==> src/tx_offload_pkg.sv <==
// Behaviour
// - IP and L4 checksum only when enabled
// - ICMP and IGMP each own enable bit
// - Segmentation only when enable bit set
// - Template header at most 256 bytes
// - Never segment UDP packets
// - Never segment tunnelled IP packets
// - Template: no fragmenting, zero length, sane ID
// - Sequence at first byte, final FIN/PSH
// - Template: URG/RST/SYN clear, urgent pointer zero
// - Segment size counts payload bytes only
// - Segment size bits 29:16, at least 8
package tx_offload_pkg;

    // ****************************************
    // Command word layout
    // ****************************************
    localparam int LEN_LSB = 0;
    localparam int LEN_W = 20;
    localparam int FCS_BIT = 22;
    localparam int TCSUM_BIT = 25;
    localparam int IPCSUM_BIT = 26;
    localparam int LSO_BIT = 27;
    localparam int ICMP_BIT = 28;
    localparam int IGMP_BIT = 29;
    localparam int MSS_LSB = 16;
    localparam int MSS_W = 14;

    // ****************************************
    // Limits and reset values
    // ****************************************
    localparam logic [13:0] MSS_MIN = 14'h0008;
    localparam logic [9:0] TMPL_MAX = 10'h100;
    localparam logic [15:0] PLAIN_LEN_MAX = 16'h2FF7;
    localparam logic [17:0] WORDS_RST = 18'h00000;
    localparam logic [1:0] PTR_RST = 2'h0;

    // Request from the user side, one per frame
    typedef struct packed {
        logic [19:0] frameLen;
        logic [13:0] max_segment_size;
        logic [9:0] hdrLen;
        logic ipCsum;
        logic l4Csum;
        logic icmpCsum;
        logic igmpCsum;
        logic large_send_segmentation;
        logic fcs;
        logic ipv6;
        logic tun4in4;
        logic tun6in4;
        logic l4Udp;
        logic l4Other;
        logic ipFrag;
        logic stackedVlan;
        logic tmplFragBad;
        logic tmplLenNz;
        logic tmplIdOk;
        logic tmplSeqFirst;
        logic tmplFlagsBad;
    } req_t;

    typedef enum logic [1:0] {
        ST_IDLE = 2'b00,
        ST_CMDA = 2'b01,
        ST_CMDB = 2'b10,
        ST_DATA = 2'b11
    } state_t;

endpackage
==> src/tx_offload_host.sv <==
`timescale 1ns/1ps
module tx_offload_host #(
    parameter int DATA_W = 32
) (
    input wire logic clk,
    input wire logic rst,
    input wire tx_offload_pkg::req_t req,
    input wire logic reqValid,
    output logic reqReady,
    output logic reqRejected,
    input wire logic [DATA_W-1:0] inData,
    input wire logic inValid,
    output logic inReady,
    output logic [DATA_W-1:0] outData,
    output logic outValid,
    input wire logic outReady,
    input wire logic transmitErrorFlag,
    output logic txErrSticky,
    output logic busy
);

    // ****************************************
    // Request check and command words
    // ****************************************
    tx_offload_pkg::state_t state_ff, nxt_state;
    tx_offload_pkg::req_t req_ff, nxt_req;
    logic [17:0] words_ff, nxt_words;
    logic reqBad;
    logic reqTake;
    logic [DATA_W-1:0] cmdA;
    logic [DATA_W-1:0] cmdB;
    logic bufInValid;
    logic bufInReady;
    logic [DATA_W-1:0] bufInData;

    // Refuse anything the device would flag as a catastrophic TX error
    always_comb begin
        reqBad = 1'b0;
        if (req.large_send_segmentation) begin
            if (req.max_segment_size < tx_offload_pkg::MSS_MIN) reqBad = 1'b1;
            if (req.hdrLen > tx_offload_pkg::TMPL_MAX) reqBad = 1'b1;
            if (req.l4Udp || req.l4Other) reqBad = 1'b1;
            if (req.tun4in4 || req.tun6in4) reqBad = 1'b1;
            if (req.ipFrag || req.stackedVlan) reqBad = 1'b1;
            if (req.tmplFragBad || req.tmplLenNz) reqBad = 1'b1;
            if (!req.tmplIdOk) reqBad = 1'b1;
            if (!req.tmplSeqFirst) reqBad = 1'b1;
            if (req.tmplFlagsBad) reqBad = 1'b1;
        end else begin
            if (req.max_segment_size != 14'h0000) reqBad = 1'b1;
            if (req.frameLen[19:16] != 4'h0) reqBad = 1'b1;
            if (req.frameLen[15:0] > tx_offload_pkg::PLAIN_LEN_MAX) begin
                reqBad = 1'b1;
            end
        end
    end

    assign reqReady = (state_ff == tx_offload_pkg::ST_IDLE);
    assign reqTake = reqValid && reqReady && !reqBad;
    assign reqRejected = reqValid && reqReady && reqBad;
    assign busy = (state_ff != tx_offload_pkg::ST_IDLE);

    // Enables follow the request only; unsupported kinds are masked
    // so a stray request cannot produce a bogus checksum
    always_comb begin
        cmdA = '0;
        cmdA[tx_offload_pkg::LEN_LSB +: tx_offload_pkg::LEN_W] =
            req_ff.frameLen;
        cmdA[tx_offload_pkg::FCS_BIT] = req_ff.fcs;
        cmdA[tx_offload_pkg::IPCSUM_BIT] = req_ff.ipCsum
            && !req_ff.ipv6 && !req_ff.tun4in4;
        cmdA[tx_offload_pkg::TCSUM_BIT] = req_ff.l4Csum
            && !req_ff.tun4in4 && !req_ff.l4Other;
        cmdA[tx_offload_pkg::ICMP_BIT] = req_ff.icmpCsum
            && !req_ff.tun4in4;
        cmdA[tx_offload_pkg::IGMP_BIT] = req_ff.igmpCsum && !req_ff.ipv6
            && !req_ff.tun4in4 && !req_ff.tun6in4;
        cmdA[tx_offload_pkg::LSO_BIT] = req_ff.large_send_segmentation;
        cmdB = '0;
        cmdB[tx_offload_pkg::MSS_LSB +: tx_offload_pkg::MSS_W] =
            req_ff.max_segment_size;
    end

    // ****************************************
    // Frame sequencer
    // ****************************************
    // Command A, command B, then the template and payload words
    always_comb begin
        nxt_state = state_ff;
        nxt_req = req_ff;
        nxt_words = words_ff;
        bufInValid = 1'b0;
        bufInData = inData;
        inReady = 1'b0;
        case (state_ff)
            tx_offload_pkg::ST_IDLE: begin
                if (reqTake) begin
                    nxt_req = req;
                    nxt_words = 18'((22'(req.frameLen) + 22'h3) >> 2);
                    nxt_state = tx_offload_pkg::ST_CMDA;
                end
            end
            tx_offload_pkg::ST_CMDA: begin
                bufInValid = 1'b1;
                bufInData = cmdA;
                if (bufInReady) nxt_state = tx_offload_pkg::ST_CMDB;
            end
            tx_offload_pkg::ST_CMDB: begin
                bufInValid = 1'b1;
                bufInData = cmdB;
                if (bufInReady) begin
                    nxt_state = (words_ff == tx_offload_pkg::WORDS_RST) ?
                        tx_offload_pkg::ST_IDLE : tx_offload_pkg::ST_DATA;
                end
            end
            tx_offload_pkg::ST_DATA: begin
                bufInValid = inValid;
                inReady = bufInReady;
                if (inValid && bufInReady) begin
                    nxt_words = words_ff - 18'h00001;
                    if (words_ff == 18'h00001) begin
                        nxt_state = tx_offload_pkg::ST_IDLE;
                    end
                end
            end
            default: begin
                nxt_state = tx_offload_pkg::ST_IDLE;
            end
        endcase
    end

    always_ff @(posedge clk or posedge rst) begin
        if (rst) begin
            state_ff <= tx_offload_pkg::ST_IDLE;
            req_ff <= '0;
            words_ff <= tx_offload_pkg::WORDS_RST;
        end else begin
            state_ff <= nxt_state;
            req_ff <= nxt_req;
            words_ff <= nxt_words;
        end
    end

    // ****************************************
    // Two-entry output buffer
    // ****************************************
    logic [DATA_W-1:0] mem_ff [2];
    logic [DATA_W-1:0] nxt_mem [2];
    logic [1:0] cnt_ff, nxt_cnt;
    logic wp_ff, nxt_wp;
    logic rp_ff, nxt_rp;
    logic push;
    logic pop;

    // Two slots let the device stall for a cycle without a bubble
    assign bufInReady = (cnt_ff != 2'h2);
    assign outValid = (cnt_ff != 2'h0);
    assign outData = mem_ff[rp_ff];
    assign push = bufInValid && bufInReady;
    assign pop = outValid && outReady;

    always_comb begin
        nxt_mem = mem_ff;
        nxt_wp = wp_ff;
        nxt_rp = rp_ff;
        nxt_cnt = cnt_ff;
        if (push) begin
            nxt_mem[wp_ff] = bufInData;
            nxt_wp = !wp_ff;
        end
        if (pop) nxt_rp = !rp_ff;
        if (push && !pop) nxt_cnt = cnt_ff + 2'h1;
        if (pop && !push) nxt_cnt = cnt_ff - 2'h1;
    end

    always_ff @(posedge clk or posedge rst) begin
        if (rst) begin
            mem_ff[0] <= '0;
            mem_ff[1] <= '0;
            cnt_ff <= tx_offload_pkg::PTR_RST;
            wp_ff <= 1'b0;
            rp_ff <= 1'b0;
        end else begin
            mem_ff <= nxt_mem;
            cnt_ff <= nxt_cnt;
            wp_ff <= nxt_wp;
            rp_ff <= nxt_rp;
        end
    end

    // ****************************************
    // Device error flag
    // ****************************************
    logic errMeta_ff, errSync_ff, errSticky_ff;
    logic nxt_sticky;

    // Only reset clears it: the device needs a reset to recover anyway
    always_comb begin
        nxt_sticky = errSticky_ff || errSync_ff;
    end

    always_ff @(posedge clk or posedge rst) begin
        if (rst) begin
            errMeta_ff <= 1'b0;
            errSync_ff <= 1'b0;
            errSticky_ff <= 1'b0;
        end else begin
            errMeta_ff <= transmitErrorFlag;
            errSync_ff <= errMeta_ff;
            errSticky_ff <= nxt_sticky;
        end
    end

    assign txErrSticky = errSticky_ff;
endmodule // tx_offload_host

==> config.mk <==
export PLATFORM = sky130hd
export DESIGN_NAME = tx_offload_host
export DESIGN_NICKNAME = d
export VERILOG_FILES = /design/src/tx_offload_pkg.sv /design/src/tx_offload_host.sv
export SDC_FILE = /design/constraint.sdc
export NUM_CORES = 1
export LEC_CHECK = 0
export BUFFER_PORTS_ARGS = -buffer_cell sky130_fd_sc_hd__buf_2
export CAP_MARGIN = 30
export CORE_UTILIZATION = 50
export DETAILED_ROUTE_END_ITERATION = 6
export PLACE_DENSITY = 0.8
export SYNTH_ARGS = -nofsm -noshare
export SYNTH_HDL_FRONTEND = slang
export SYNTH_SLANG_ARGS = --single-unit
==> constraint.sdc <==
create_clock -name clk -period 4.4 [get_ports clk]
set_input_delay 0.88 -clock clk [delete_from_list [all_inputs] [get_ports clk]]
set_output_delay 0.88 -clock clk [all_outputs]
set_load 0.01 [all_outputs]
==> results.md <==
- WS Path Type: reg2out
- Int Pwr: 3100 µW
- Worst skew pair latency: 0.42 ns
- GRT Util Overall: 25.1%
- # nets final: 913
- TNS Setup: 0 ns
- Area growth, synth to finish: 19.5%
- Most numerous cell in the Yosys netlist: dfrtp_1
- Clk slew on worst S/H paths: 0.06 ns
- Die ar.: 14600 µm²
- Reg power frac: 39.1%
- Final Power: 4640 µW
- H-Tree Level Count: 4
- Vias: 5721
- Final worst slack: 1.25 ns
- HP Class: reg2reg
- Most frequent cells after synthesis: dfrtp_1, nand2_1, o21ai_0
- Final setup skew: 0.00496 ns
- Syn nets: 793
- Switching share of total power: 33.1%
- Post-synth EDFFs: 0
- DRC viols: 0
- CTS tree: yes
- Final period util: 71.6%
- Crit start category: flop
- Crit Path Max Fanout: 23
- Root Driver: clkbuf_16
- Outcome: finished, final reports clean
- Average wire per standard cell: 17.4 µm
- Sequential-to-total area share from yosys stat: 47.9%
- Num ports: 138
- P_sw: 1530 µW
- Final Wtd Congestion: 0.913
- Primary FF master, synth: dfrtp_1
- Tmin final: 3.15 ns
- CTS max path bufs: 2
- Syn avg cell area: 10.3 µm²
- WP data arrival: 2.27 ns
- Cell taking the most area after synthesis: dfrtp_1
- Die H: 121 µm
- IO Port Bufs: 137
- Max VDD drop: 0.000271 V
- Site Rows: 43
- Postcts setup bufs: 0
- CP required: 3.52 ns
- Lkg Pwr: 0.00394 µW
- Unrepaired setup endpoints after global routing: no
- FMAX: 317 MHz
- Post-layout util: 61.0%
- FF-to-FF setup slack: 1.36 ns
- Final count of pins violating max slew: 0
- Antenna viol nets, final: 0
- Clock sink total: 135
- Synthesis Warnings: 0
- FFs w/ async S/R, synth: 100%
- Setup violation total in the final timing report: 0
- Synth cell types: 71
- Area share of the largest cell type after synthesis: 47.9%
- Initial antenna violation count: 0
- Vias in the first global route: 5458
- Worst slew margin: 32.7%
- Hold Vio Cnt, Final: 0
- Die Wd: 121 µm
- Ant diodes: 0
- Clock Power Share: 30.3%
- Num CTS Buffers: 17
- Overflow after GRT: 0
- CORE AREA: 13800 µm²
- DRT Pass-1 Iters: 6
- First-pass GRT wire length: 27.9 mm
- Initial DRC Count: 483
- Synth top area cells: dfrtp_1, mux2_2, o21ai_0, mux2_4, nand2_1
- Register area: 3380 µm²
- Post-CTS Hold Buffers: 0
- DP HPWL: 12.2 mm
- Cts repair resizes: 0
- Synthesized area: 7060 µm²
- Min Hold Slack: 0.345 ns
- Multi-input gate area: 3430 µm²
- Layout cell share with drive strength beyond 1: 32.6%
- Via density: 5.73
- Pwr dens: 550 nW/µm²
- CP endpoint kind: primary output
- DP Worst Slack: 1.27 ns
- Initial cell density of the core: 51.0%
- Routed wire length: 17.4 mm
- Combinational share of power: 30.7%
- Total of fill cells in the finished design: 1125
- Largest net degree at the start of global routing: 102
- Mapped Cells: 686
- Yosys reg bits: 135
- Slew @ Worst Pin: 1.01 ns
- Max Cap Violations: 0
-- kinds of logic after synthesis --
logic type | synth area share [%]
xor+xnor | 2.48
flops | 47.9
fa+ha+maj | 1.24
compound gates | 16.7
mux | 13.3
buf+inv | 3.78
simple gates | 14.6
-- power groups by stage --
stage / clock (µW) / sequential [µW] / combinational, µW
after floorplan: 0 / 1770 / 983
after global placement: 0 / 1800 / 1380
after detailed placement: 0 / 1830 / 1420
after CTS: 1420 / 1810 / 1430
after global routing: 1480 / 1860 / 1590
final: 1400 / 1810 / 1420
-- stage by stage --
step	std cells	cell area (µm²)
final	999	8430
after detailed placement	967	7850
after global placement	966	7830
after floorplan	686	7060
after CTS	999	8430
after global routing	999	8430
-- worst paths after layout --
path / endpoint / from / depth (start not counted)
worst min-delay path: errSync_ff$_DFF_PP0_ / errMeta_ff$_DFF_PP0_ / 0
max in group asynchronous: mem_ff[10]$_DFFE_PP0P_ / rst / 3
min in group asynchronous: words_ff[5]$_DFFE_PP0P_ / rst / 2
worst max register to register: mem_ff[7]$_DFFE_PP0P_ / state_ff[0]$_DFFE_PP0P_ / 6
worst min register to register: errSync_ff$_DFF_PP0_ / errMeta_ff$_DFF_PP0_ / 0
worst max-delay path: inReady / state_ff[0]$_DFFE_PP0P_ / 4
-- worst max-delay path, cell delays in order (launching register included) --
cell	delay (ns)
dfrtp_1	0.42
ha_1	0.66
inv_1	0.42
nor2_1	0.20
buf_2	0.15
-- sequential cells by signal, indices dropped and copies added (netlist names) --
register     flops
cmdA            22
cmdB            14
cnt_ff           2
errMeta_ff       1
errSync_ff       1
mem_ff          64
req_ff           8
rp_ff            1
state_ff         2
txErrSticky      1
words_ff        18
wp_ff            1
-- cell type report --
class | instances | share of cell area, %
Clock inverter | 11 | 1.48
Clock buffer | 21 | 5.46
Sequential cell | 135 | 40.1
Tap cell | 180 | 2.67
Timing Repair Buffer | 144 | 9.05
Multi-Input combinational cell | 494 | 40.6
Inverter | 14 | 0.668
-- per-layer routing --
layer  GRT usage, %  part of all wire (%)  up-vias
met5              0                     0        -
met2           39.2                    48      192
met3           5.75                   5.2       39
met1           33.8                    44     2770
li1               -                     -     2720
met4           9.80                   2.3        0
-- cells in the final DEF, fill, tap and decap left out, drive strengths merged, types with 5 or more instances in the layout --
cell      netlist  layout
buf            12     144
dfrtp         135     135
nand2          99      99
o21ai          84      84
mux2           74      74
nor2           30      30
a21oi          28      28
a22oi          24      24
clkbuf         31      21
inv            14      13
nor3           12      12
and3           11      11
xnor2          11      11
nand3          10      10
nor4           10      10
xor2            9       9
nand4           8       8
a31oi           7       7
ha              7       7
clkinvlp        0       6
and2            5       5
a2bb2oi         5       5
(Power assumes the default switching activity.)
